[config.mk]
export PLATFORM = sky130hd
export DESIGN_NAME = udm_engine
export DESIGN_NICKNAME = d
export VERILOG_FILES = /design/src/udm_pkg.sv /design/src/udm_engine.sv
export SDC_FILE = /design/constraint.sdc
export NUM_CORES = 2
export LEC_CHECK = 0
export BUFFER_PORTS_ARGS = -buffer_cell sky130_fd_sc_hd__buf_4
export CELL_PAD_IN_SITES_DETAIL_PLACEMENT = 1
export CELL_PAD_IN_SITES_GLOBAL_PLACEMENT = 2
export CORE_MARGIN = 8
export CORE_UTILIZATION = 43
export CTS_CLUSTER_DIAMETER = 60
export DETAILED_ROUTE_END_ITERATION = 8
export GPL_TIMING_DRIVEN = 1
export PLACE_DENSITY = 0.95
export SLEW_MARGIN = 5
export SYNTH_ARGS = -nofsm -noshare
export SYNTH_HDL_FRONTEND = slang
export SYNTH_SLANG_ARGS = --single-unit
[constraint.sdc]
create_clock -name clk -period 10.9 [get_ports clk]
set_input_delay 1.635 -clock clk [delete_from_list [all_inputs] [get_ports clk]]
set_output_delay 1.635 -clock clk [all_outputs]
set_load 0.005 [all_outputs]
[src/udm_pkg.sv]
// constants, register map and state types of the interrupt-driven micro dma engine
package udm_pkg;
	localparam int NCH = 4;
	localparam int AXI_AW = 8;
	localparam int BUS_AW = 24;
	localparam int VEC_W = 9;
	localparam int CLK_NS = 10;
	localparam int STATE_NS = 100;
	localparam int STATE_CYC = (STATE_NS + CLK_NS - 1) / CLK_NS;
	localparam logic [3:0] STATE_LAST = 4'(STATE_CYC - 1);
	localparam logic [4:0] ST_COPY = 5'h10;
	localparam logic [4:0] ST_REFRESH = 5'h0e;
	localparam logic [4:0] ST_COUNT = 5'h0b;
	localparam logic [8:0] VEC_PRIV = 9'h010;
	localparam logic [8:0] VEC_UNDEF = 9'h020;
	localparam logic [8:0] VEC_RX0 = 9'h180;
	localparam logic [8:0] VEC_AD = 9'h1c0;
	localparam logic [4:0] SV_FIRST = 5'h08;
	localparam logic [4:0] SV_LAST = 5'h1c;
	localparam logic [15:0] ENTRY_BASE = 16'h8000;
	localparam logic [15:0] ENTRY_PRIV = 16'h8010;
	localparam logic [15:0] ENTRY_UNDEF = 16'h8020;
	localparam logic [15:0] ENTRY_AD = 16'h81c0;
	localparam logic [2:0] M_DST_INC = 3'h0;
	localparam logic [2:0] M_DST_DEC = 3'h1;
	localparam logic [2:0] M_SRC_INC = 3'h2;
	localparam logic [2:0] M_SRC_DEC = 3'h3;
	localparam logic [2:0] M_FIXED = 3'h4;
	localparam logic [3:0] M_REFRESH = 4'ha;
	localparam logic [3:0] M_COUNT = 4'hb;
	localparam logic [15:0] REFRESH_STEP = 16'h0004;
	localparam logic [1:0] REFRESH_LAST = 2'h3;
	localparam logic [7:0] OFF_SRC = 8'h00;
	localparam logic [7:0] OFF_DST = 8'h04;
	localparam logic [7:0] OFF_CNT = 8'h08;
	localparam logic [7:0] OFF_MODE = 8'h0c;
	localparam logic [7:0] OFF_SVEC = 8'h40;
	localparam logic [7:0] OFF_STATUS = 8'h50;
	localparam logic [1:0] RESP_OKAY = 2'h0;
	localparam logic [1:0] RESP_SLVERR = 2'h2;
	typedef enum logic [1:0] {
		UDM_IDLE = 2'b00,
		UDM_READ = 2'b01,
		UDM_WRITE = 2'b11,
		UDM_FINISH = 2'b10
	} udm_fsm_t;
endpackage : udm_pkg

[src/udm_engine.sv]
// four-channel interrupt-driven micro dma engine with axi4-lite register access
// How it works
// - privilege fault vector 010h, entry 8010h, no dma
// - bad opcode entry 8020h, never dma serviced
// - serial0 receive vector 180h, start vector 18h
// - conversion done 1c0h entry 81c0h, 1d0h-1f0h reserved
// - acceptance answers vector with dma or ordinary flag
// - dma only on start vector match, four channels
// - one transfer, decrement, zero gives ordinary interrupt except in refresh mode
// - 32-bit address registers, 24 bits on bus
// - byte or word, addresses increment, decrement, fixed
// - 16-bit counter, zero start gives 65536 transfers
// - after zero, next request counts 65536 again
// - channel registers writable only by privileged access
// - modes 000x/001x step destination, 16 states minimum
// - modes 010x/011x step source, 100x fixed, 16 states
// - refresh reads four bytes, low word plus 4
// - counter mode: no bus, source plus one, 11 states
// - state counts assume 16-bit zero-wait bus, 100 ns
// - dma reaches the whole system address space
// - bus granted away holds off interrupt acceptance
// - start vector compared with vector bits 8..4
// - several matches: lowest channel number wins
//
// Implementation choices: the address map and the AXI4-Lite interface to the registers.
`timescale 1ns/1ps
module udm_engine (
	input wire logic clk,
	input wire logic rst_n,
	input wire logic [udm_pkg::AXI_AW-1:0] s_axi_awaddr,
	input wire logic [2:0] s_axi_awprot,
	input wire logic s_axi_awvalid,
	output logic s_axi_awready,
	input wire logic [31:0] s_axi_wdata,
	input wire logic [3:0] s_axi_wstrb,
	input wire logic s_axi_wvalid,
	output logic s_axi_wready,
	output logic [1:0] s_axi_bresp,
	output logic s_axi_bvalid,
	input wire logic s_axi_bready,
	input wire logic [udm_pkg::AXI_AW-1:0] s_axi_araddr,
	input wire logic s_axi_arvalid,
	output logic s_axi_arready,
	output logic [31:0] s_axi_rdata,
	output logic [1:0] s_axi_rresp,
	output logic s_axi_rvalid,
	input wire logic s_axi_rready,
	input wire logic int_accept,
	input wire logic [udm_pkg::VEC_W-1:0] int_vector,
	output logic int_accept_ready,
	output logic svc_valid,
	output logic svc_is_dma,
	output logic [1:0] svc_channel,
	output logic [15:0] svc_entry,
	output logic irq_valid,
	output logic [15:0] irq_entry,
	output logic sys_req,
	output logic sys_write,
	output logic sys_word,
	output logic [udm_pkg::BUS_AW-1:0] sys_addr,
	output logic [15:0] sys_wdata,
	input wire logic sys_ack,
	input wire logic [15:0] sys_rdata,
	input wire logic bus_grant_acknowledge_n
);
	import udm_pkg::*;

	typedef struct packed {
		logic [NCH-1:0][31:0] src;
		logic [NCH-1:0][31:0] dst;
		logic [NCH-1:0][15:0] cnt;
		logic [NCH-1:0][7:0] mode;
		logic [NCH-1:0][4:0] svec;
		logic aw_done;
		logic aw_priv;
		logic [AXI_AW-1:0] aw_addr;
		logic w_done;
		logic [31:0] wdata;
		logic [3:0] wstrb;
		logic bvalid;
		logic [1:0] bresp;
		logic rvalid;
		logic [31:0] rdata;
		logic [1:0] rresp;
		udm_fsm_t fsm;
		logic [1:0] ch;
		logic [1:0] beat;
		logic [3:0] div;
		logic [4:0] states;
		logic [15:0] buf16;
		logic req;
		logic write;
		logic word;
		logic [BUS_AW-1:0] addr;
		logic [15:0] bus_wdata;
		logic svc_valid;
		logic svc_dma;
		logic [1:0] svc_ch;
		logic [15:0] svc_entry;
		logic irq_valid;
		logic [15:0] irq_entry;
		logic grant_meta;
		logic grant_sync;
	} udm_state_t;

	udm_state_t s_q;
	udm_state_t s_d;

	function automatic logic [31:0] merge(input logic [31:0] old, input logic [31:0] nw,
		input logic [3:0] strb);
		logic [31:0] r;
		r = old;
		for (int i = 0; i < 4; i++)
		begin
			if (strb[i])
				r[i*8 +: 8] = nw[i*8 +: 8];
		end
		return r;
	endfunction : merge

	// only the 64-byte channel block, start vectors and status are mapped
	function automatic logic mapped(input logic [AXI_AW-1:0] a);
		return (a < OFF_SVEC) || (a[7:4] == OFF_SVEC[7:4]) || (a == OFF_STATUS);
	endfunction : mapped

	function automatic logic [4:0] min_states(input logic [3:0] m);
		if (m == M_REFRESH)
			return ST_REFRESH;
		else if (m == M_COUNT)
			return ST_COUNT;
		return ST_COPY;
	endfunction : min_states

	function automatic logic [31:0] size_step(input logic [3:0] m);
		return m[0] ? 32'h0000_0002 : 32'h0000_0001;
	endfunction : size_step

	// maskable sources 080h..1c0h carry a start vector; cpu traps and reserved ones do not
	function automatic logic eligible(input logic [VEC_W-1:0] v);
		return (v[3:0] == 4'h0) && (v[8:4] >= SV_FIRST) && (v[8:4] <= SV_LAST);
	endfunction : eligible

	logic bus_held;
	logic hit;
	logic [1:0] hit_ch;
	logic [3:0] cur_mode;
	logic [15:0] cnt_dec;

	assign bus_held = ~s_q.grant_sync;
	assign cur_mode = s_q.mode[s_q.ch][3:0];
	assign cnt_dec = s_q.cnt[s_q.ch] - 16'h0001;

	always_comb
	begin
		hit = 1'b0;
		hit_ch = 2'h0;
		for (int i = NCH - 1; i >= 0; i--)
		begin
			if (eligible(int_vector) && s_q.svec[i] == int_vector[8:4])
			begin
				hit = 1'b1;
				hit_ch = 2'(i);
			end
		end
	end

	// new transfers are taken only when idle and the bus is ours
	assign int_accept_ready = (s_q.fsm == UDM_IDLE) && !bus_held;

	always_comb
	begin
		logic [31:0] wv;
		logic [1:0] wch;
		logic [2:0] sel;
		wv = 32'h0;
		wch = 2'h0;
		sel = 3'h0;
		s_d = s_q;
		s_d.grant_meta = bus_grant_acknowledge_n;
		s_d.grant_sync = s_q.grant_meta;
		s_d.svc_valid = 1'b0;
		s_d.irq_valid = 1'b0;

		// engine
		if (s_q.fsm != UDM_IDLE)
		begin
			if (s_q.div == STATE_LAST)
			begin
				s_d.div = 4'h0;
				if (s_q.states != 5'h1f)
					s_d.states = s_q.states + 5'h01;
			end
			else
				s_d.div = s_q.div + 4'h1;
		end
		unique case (s_q.fsm)
			UDM_IDLE:
			begin
				if (int_accept && int_accept_ready)
				begin
					s_d.svc_valid = 1'b1;
					s_d.svc_dma = hit;
					s_d.svc_ch = hit_ch;
					s_d.svc_entry = ENTRY_BASE + {7'h00, int_vector};
					if (hit)
					begin
						s_d.ch = hit_ch;
						s_d.div = 4'h0;
						s_d.states = 5'h00;
						s_d.beat = 2'h0;
						if (s_q.mode[hit_ch][3:0] == M_COUNT)
							s_d.fsm = UDM_FINISH;
						else
						begin
							s_d.fsm = UDM_READ;
							s_d.req = 1'b1;
							s_d.write = 1'b0;
							s_d.word = (s_q.mode[hit_ch][3:0] != M_REFRESH) && s_q.mode[hit_ch][0];
							s_d.addr = s_q.src[hit_ch][BUS_AW-1:0];
						end
					end
				end
			end
			UDM_READ:
			begin
				if (sys_ack)
				begin
					if (cur_mode == M_REFRESH)
					begin
						s_d.beat = s_q.beat + 2'h1;
						if (s_q.beat == REFRESH_LAST)
						begin
							s_d.req = 1'b0;
							s_d.fsm = UDM_FINISH;
						end
						else
							s_d.addr = s_q.src[s_q.ch][BUS_AW-1:0] + {22'h0, s_q.beat} + 24'h1;
					end
					else
					begin
						s_d.buf16 = sys_rdata;
						s_d.fsm = UDM_WRITE;
						s_d.write = 1'b1;
						s_d.addr = s_q.dst[s_q.ch][BUS_AW-1:0];
						s_d.bus_wdata = s_q.word ? sys_rdata : {8'h00, sys_rdata[7:0]};
					end
				end
			end
			UDM_WRITE:
			begin
				if (sys_ack)
				begin
					s_d.req = 1'b0;
					s_d.write = 1'b0;
					s_d.fsm = UDM_FINISH;
				end
			end
			UDM_FINISH:
			begin
				// bus work is done; pad to the minimum state count, then update
				if (s_q.states >= min_states(cur_mode))
				begin
					s_d.fsm = UDM_IDLE;
					s_d.cnt[s_q.ch] = cnt_dec;
					if (cur_mode == M_REFRESH)
						s_d.src[s_q.ch][15:0] = s_q.src[s_q.ch][15:0] + REFRESH_STEP;
					else if (cur_mode == M_COUNT)
						s_d.src[s_q.ch] = s_q.src[s_q.ch] + 32'h1;
					else
					begin
						unique case (cur_mode[3:1])
							M_DST_INC: s_d.dst[s_q.ch] = s_q.dst[s_q.ch] + size_step(cur_mode);
							M_DST_DEC: s_d.dst[s_q.ch] = s_q.dst[s_q.ch] - size_step(cur_mode);
							M_SRC_INC: s_d.src[s_q.ch] = s_q.src[s_q.ch] + size_step(cur_mode);
							M_SRC_DEC: s_d.src[s_q.ch] = s_q.src[s_q.ch] - size_step(cur_mode);
							default: ; // fixed mode, and codes software must not use
						endcase
					end
					if (cur_mode != M_REFRESH && cnt_dec == 16'h0000)
					begin
						s_d.irq_valid = 1'b1;
						s_d.irq_entry = s_q.svc_entry;
					end
				end
			end
		endcase

		// axi write channel; a software write lands after the engine update and wins
		if (s_axi_awvalid && s_axi_awready)
		begin
			s_d.aw_done = 1'b1;
			s_d.aw_addr = s_axi_awaddr;
			s_d.aw_priv = s_axi_awprot[0];
		end
		if (s_axi_wvalid && s_axi_wready)
		begin
			s_d.w_done = 1'b1;
			s_d.wdata = s_axi_wdata;
			s_d.wstrb = s_axi_wstrb;
		end
		if (s_axi_bvalid && s_axi_bready)
			s_d.bvalid = 1'b0;
		if (s_q.aw_done && s_q.w_done && !s_q.bvalid)
		begin
			s_d.aw_done = 1'b0;
			s_d.w_done = 1'b0;
			s_d.bvalid = 1'b1;
			s_d.bresp = RESP_OKAY;
			wch = s_q.aw_addr[5:4];
			sel = {1'b0, s_q.aw_addr[3:2]};
			if (!mapped(s_q.aw_addr))
				s_d.bresp = RESP_SLVERR;
			else if (s_q.aw_addr < OFF_SVEC)
			begin
				if (!s_q.aw_priv)
					s_d.bresp = RESP_SLVERR;
				else
				begin
					unique case (sel[1:0])
						OFF_SRC[3:2]: s_d.src[wch] = merge(s_d.src[wch], s_q.wdata, s_q.wstrb);
						OFF_DST[3:2]: s_d.dst[wch] = merge(s_d.dst[wch], s_q.wdata, s_q.wstrb);
						OFF_CNT[3:2]:
						begin
							wv = merge({16'h0, s_d.cnt[wch]}, s_q.wdata, s_q.wstrb);
							s_d.cnt[wch] = wv[15:0];
						end
						OFF_MODE[3:2]:
						begin
							wv = merge({24'h0, s_d.mode[wch]}, s_q.wdata, s_q.wstrb);
							s_d.mode[wch] = wv[7:0];
						end
					endcase
				end
			end
			else if (s_q.aw_addr[7:4] == OFF_SVEC[7:4])
			begin
				wv = merge({27'h0, s_q.svec[s_q.aw_addr[3:2]]}, s_q.wdata, s_q.wstrb);
				s_d.svec[s_q.aw_addr[3:2]] = wv[4:0];
			end
		end

		// axi read channel
		if (s_axi_rvalid && s_axi_rready)
			s_d.rvalid = 1'b0;
		if (s_axi_arvalid && s_axi_arready)
		begin
			s_d.rvalid = 1'b1;
			s_d.rresp = mapped(s_axi_araddr) ? RESP_OKAY : RESP_SLVERR;
			s_d.rdata = 32'h0;
			if (s_axi_araddr < OFF_SVEC)
			begin
				unique case (s_axi_araddr[3:2])
					OFF_SRC[3:2]: s_d.rdata = s_q.src[s_axi_araddr[5:4]];
					OFF_DST[3:2]: s_d.rdata = s_q.dst[s_axi_araddr[5:4]];
					OFF_CNT[3:2]: s_d.rdata = {16'h0, s_q.cnt[s_axi_araddr[5:4]]};
					OFF_MODE[3:2]: s_d.rdata = {24'h0, s_q.mode[s_axi_araddr[5:4]]};
				endcase
			end
			else if (s_axi_araddr[7:4] == OFF_SVEC[7:4])
				s_d.rdata = {27'h0, s_q.svec[s_axi_araddr[3:2]]};
			else if (s_axi_araddr == OFF_STATUS)
				s_d.rdata = {24'h0, bus_held, s_q.fsm, s_q.ch, s_q.fsm != UDM_IDLE, 2'h0};
		end
	end

	always_ff @(posedge clk or negedge rst_n)
	begin
		if (!rst_n)
		begin
			s_q <= '0;
			s_q.fsm <= UDM_IDLE;
		end
		else
			s_q <= s_d;
	end

	assign s_axi_awready = !s_q.aw_done && !s_q.bvalid;
	assign s_axi_wready = !s_q.w_done && !s_q.bvalid;
	assign s_axi_bvalid = s_q.bvalid;
	assign s_axi_bresp = s_q.bresp;
	assign s_axi_arready = !s_q.rvalid;
	assign s_axi_rvalid = s_q.rvalid;
	assign s_axi_rdata = s_q.rdata;
	assign s_axi_rresp = s_q.rresp;
	assign svc_valid = s_q.svc_valid;
	assign svc_is_dma = s_q.svc_dma;
	assign svc_channel = s_q.svc_ch;
	assign svc_entry = s_q.svc_entry;
	assign irq_valid = s_q.irq_valid;
	assign irq_entry = s_q.irq_entry;
	assign sys_req = s_q.req;
	assign sys_write = s_q.write;
	assign sys_word = s_q.word;
	assign sys_addr = s_q.addr;
	assign sys_wdata = s_q.bus_wdata;

	// assertion helpers: cycles since start of a transfer and bus reads acknowledged
	logic [8:0] elapsed_q;
	logic [2:0] reads_q;
	always_ff @(posedge clk or negedge rst_n)
	begin
		if (!rst_n)
		begin
			elapsed_q <= 9'h0;
			reads_q <= 3'h0;
		end
		else if (s_q.fsm == UDM_IDLE)
		begin
			elapsed_q <= 9'h0;
			reads_q <= 3'h0;
		end
		else
		begin
			elapsed_q <= elapsed_q + 9'h1;
			if (sys_req && sys_ack && !sys_write)
				reads_q <= reads_q + 3'h1;
		end
	end
endmodule : udm_engine

* Word-level counts from Yosys, hierarchy flattened
Cells that the tools add are included.
** Storage, ports and cells
- Input bits :: 90
- Output and inout bits :: 122
- Logic and storage cells :: 389
- Register bits :: 554
** Operators by class
- Eq/ne operators :: 39
- Add/sub/neg operators :: 13
- Magnitude comparators :: 14
- Reduce and logical (&&, ||, !) cells :: 55
- Mux-type cells :: 215
- Bitwise gates (word level) :: 4
** Operators by type and width (count)
- $bwmux 128 :: 8
- $mux 128 :: 6
- $mux 352 :: 2
- $mux 320 :: 2
- $mux 8 :: 71
- $pmux 128 s2 :: 2
- $bmux 32 s2 :: 7
- $mux 373 :: 1
- $mux 372 :: 1
- $mux 32 :: 10
- $demux 32 s2 :: 3
- $bwmux 64 :: 2
- $mux 16 :: 8
- $pmux 32 s4 :: 1
- $bmux 16 s2 :: 3
- $mux 27 :: 3
- $mux 20 :: 4
- $mux 24 :: 3
- $mux 5 :: 14
- $add 32x32->32 :: 2
- $bmux 8 s2 :: 4
- $demux 16 s2 :: 2
- $mux 64 :: 1
- $mux 17 :: 3
- 65 further kinds :: 177

* Longest topological paths before layout
- Depth after elaboration :: 25
- Depth in mapped cells :: 27
- Mapped depth without buffers :: 17

* Worst setup path after synthesis
Ideal clock, no wire load.
- Path type :: reg-to-reg
- Start point :: register s_q[109] (netlist name)
- End point :: register s_q[281] (netlist name)
- Stages on the path, launching flop included :: 24
- Setup time :: 0.142 ns
- Arrival time :: 5.745 ns
- Path buffers :: 9
- Period minus slack after synthesis :: 5.887 ns
- Path slack :: 5.013 ns
- Required time :: 10.758 ns
- Path through :: dfrtp_1 buf_6 buf_4 buf_4 mux4_2 nor2_1 inv_2 or2_2 clkbuf_1 inv_1 clkbuf_1 clkbuf_1 buf_1 ha_1 nor2b_1 o21ai_0 a21oi_1 clkbuf_1 nor2_1 clkbuf_1 mux2i_1 mux2i_1 a221oi_1 o21ai_0
** RTL lines
- from (decl) :: RTL line udm_engine.sv:106 : udm_state_t s_q;

==> metrics.cfg <==
[outcome]
status=finished with violations
violations=max-capacitance violations, max-slew violations

[synth]
synth-edff-count=0
synthDistinctLibCells=92
async_flop_share=1.00
post_synth_instance_area_um2=39800
syn_avg_cell_area_um2=8.91
seq_area_frac_synth=0.340
yosys.area.top_type_share=0.340
synthCells=4465
synthTopCellsByArea=dfrtp_1 (34%), mux4_2 (13%), nand2_1 (5.9%), o21ai_0 (4.8%), nor2_1 (4.1%)
yosys.area.top_type=dfrtp_1
synth_most_common_cell=nand2_1
ys_ff_latch=540
yosys-top-cells-count=nand2_1 (625), dfrtp_1 (540), nor2_1 (431)
synth_flop_cell=dfrtp_1
yosys_warnings=0

[power_and_ir_drop]
seq_power_share=0.293
p_per_area_nw_per_um2=249
peakVddDrop_mv=0.170
swShare=0.483
p_sw_mw=5.28
power_frac_comb=0.483
power_leakage_nw=17.4
p_int_mw=5.66
clock_power_share=0.224

[routing]
drt_iter0_drc=6415
ant_nets=0
drtPass1Iterations=7
avgViaCountPerCell=7.25
wire_per_inst_um=33.6
drc=0
via_count=41104
routed_wl_um=190000

[hold_path]
hold_path.class=register to register
min-delay-start=s_d[0]

[clock_tree]
worstSkewPairLatency_ns=0.67
clock-sinks=540
cts-htree-levels=3
cts_buffer_depth=3
cts_tree=done
cts_setup_buffers=0
clock-root-buffer=clkbuf_16
clk_pin_slew_ns=0.06
postCtsHoldBufs=0
post_cts_resized=0
numCtsBuffers=73

[timing]
min_period_ns=7.67
rsz0062_at_grt=no
fin_skew_ns=0.0595
final-setup-viol-count=0
maxSlewHeadroom=-0.00905
hold_violations=0
worst_pin_slew_ns=1.50
period_share=0.704
slew_violations=1
fmax_ghz=0.130
fin_setup_tns_ns=0

[placed_design]
portBuffers=195
dpl.hpwl_um=129000
routabilityCongestion=1.05

[critical_path]
cp-start-kind=register
crit_type=register to register
worstPathRequired_ns=11.41
cpPeakStageDelay_ns=0.93
crit_chain=mux4_2 -> nor2_1 -> buf_4 -> inv_2 -> nor2_2 -> clkinv_1 -> buf_4 -> ha_1 -> nand2_1 -> o21ai_0 -> a21o_1 -> buf_4 -> nand3_1 -> buf_4 -> nand2_1 -> o21ai_0 -> mux4_2 -> o21ai_0 -> o21ai_0
critPathSlowestCell=dfrtp_4
critical_path.max_fanout=40
critical_path_arrival_ns=8.18
r2r_start=s_q[109]
critPathCaptureType=register
cp-startpoint=s_q[109]

[die]
initial_utilization=0.434
dieHeight_um=320
io_pins=212
fp.dieArea_um2=102000
row_count=111
die_w_um=320
core_area_um2=91700

[final_layout]
drive_above_1_share=0.178
multi_input_area_um2=24000
seq_area_um2=13500
fin_util=0.480
area_delta_synth_final_pct=10.6
nets=4532
fillers=10538

[global_route]
grt_max_degree=107
grt_pass1_wl_um=278000
grt_overflow=0
grt_use_total=0.358
antenna_found_initial=21
first_global_vias=41059

[run]
max-cap-violations=1

## worst max-delay path: cells and delay by family (launching register included)
| family | cells | cell delay, ns |
|---|---|---|
| simple gates | 5 | 1.06 |
| buf+inv | 6 | 1.85 |
| compound gates | 5 | 2.03 |
| flops | 1 | 0.93 |
| mux | 2 | 1.20 |
| fa+ha+maj | 1 | 0.35 |
## final timing paths
path | cells past startpoint | end | slack, ns
setup reg to reg | 19 | s_q[381] | 3.23
max in group asynchronous | 3 | sys_addr[8] | 7.60
setup / recovery | 19 | s_q[381] | 3.23
hold / removal | 0 | s_q[0] | 0.36
min in group asynchronous | 1 | s_q[286] | 1.07
hold reg to reg | 0 | s_q[0] | 0.36
## layer usage
layer | track usage | vias to the layer above | share of wire
li1 | - | 16378 | -
met1 | 0.441 | 20332 | 0.35
met2 | 0.509 | 3402 | 0.41
met3 | 0.146 | 974 | 0.15
met4 | 0.247 | 18 | 0.083
met5 | 0 | - | 0.00057
## registers in the layout, summed over array words and instances (netlist names), named ones only
signal and count:
sys_word 1, sys_addr 24, svc_entry 10, s_axi_bvalid 1, irq_entry 10, svc_valid 1
s_axi_bresp 1, svc_is_dma 1, s_axi_rvalid 1, s_d 1, s_axi_rdata 32, svc_channel 2
irq_valid 1, sys_req 1, sys_write 1, s_q 383, sys_wdata 16, s_axi_rresp 1
## power groups by stage
stage	registers, mW	logic, mW	clock network (mW)
after floorplan	2.85	3.30	0
after global placement	3.13	4.83	0
after detailed placement	3.18	4.96	0
after CTS	3.15	5.02	2.46
after global routing	3.23	5.47	2.53
final	3.21	5.28	2.45
## layout by cell type, fill, tap and decap left out, drive strengths merged, types with 103 or more instances in the layout
cell type,Yosys,routed
a21oi,318,318
buf,195,310
clkbuf,256,103
dfrtp,540,540
mux4,236,236
nand2,625,625
nand3,119,119
nor2,432,432
o21ai,390,390
xnor2,106,106
## area by class of cell
class	count	area share
multi-input cells	3425	0.545
flip-flops and latches	540	0.307
repair buffers	310	0.0532
clock buffers	103	0.0478
well taps	1186	0.0337
clock inverters	30	0.00691
inverters	62	0.00529
diodes	12	0.000683
## kinds of logic (layout without fill, tap and decap cells)
family          Yosys count  after routing  synth area share
compound gates         1288           1288             0.203
mux                     407            407             0.179
other cells               1             26         0.0000943
fa+ha+maj                30             30            0.0104
simple gates           1505           1505             0.167
xor+xnor                181            181            0.0400
buf+inv                 513            505            0.0609
flops                   540            540             0.340
## through the flow
step	cells	area (µm²)	hold slack [ns]	total power, mW	worst slack [ns]
final	5668	44000	0.358	10.9	3.23
after global routing	5656	44000	0.374	11.2	2.97
after CTS	5656	43900	0.358	10.6	3.48
after detailed placement	5523	41500	0.344	8.14	3.56
after global placement	5523	41500	0.339	7.96	3.84
after floorplan	4478	39800	0.331	6.15	5.01
Note: power is estimated with default switching activity, not from simulation.
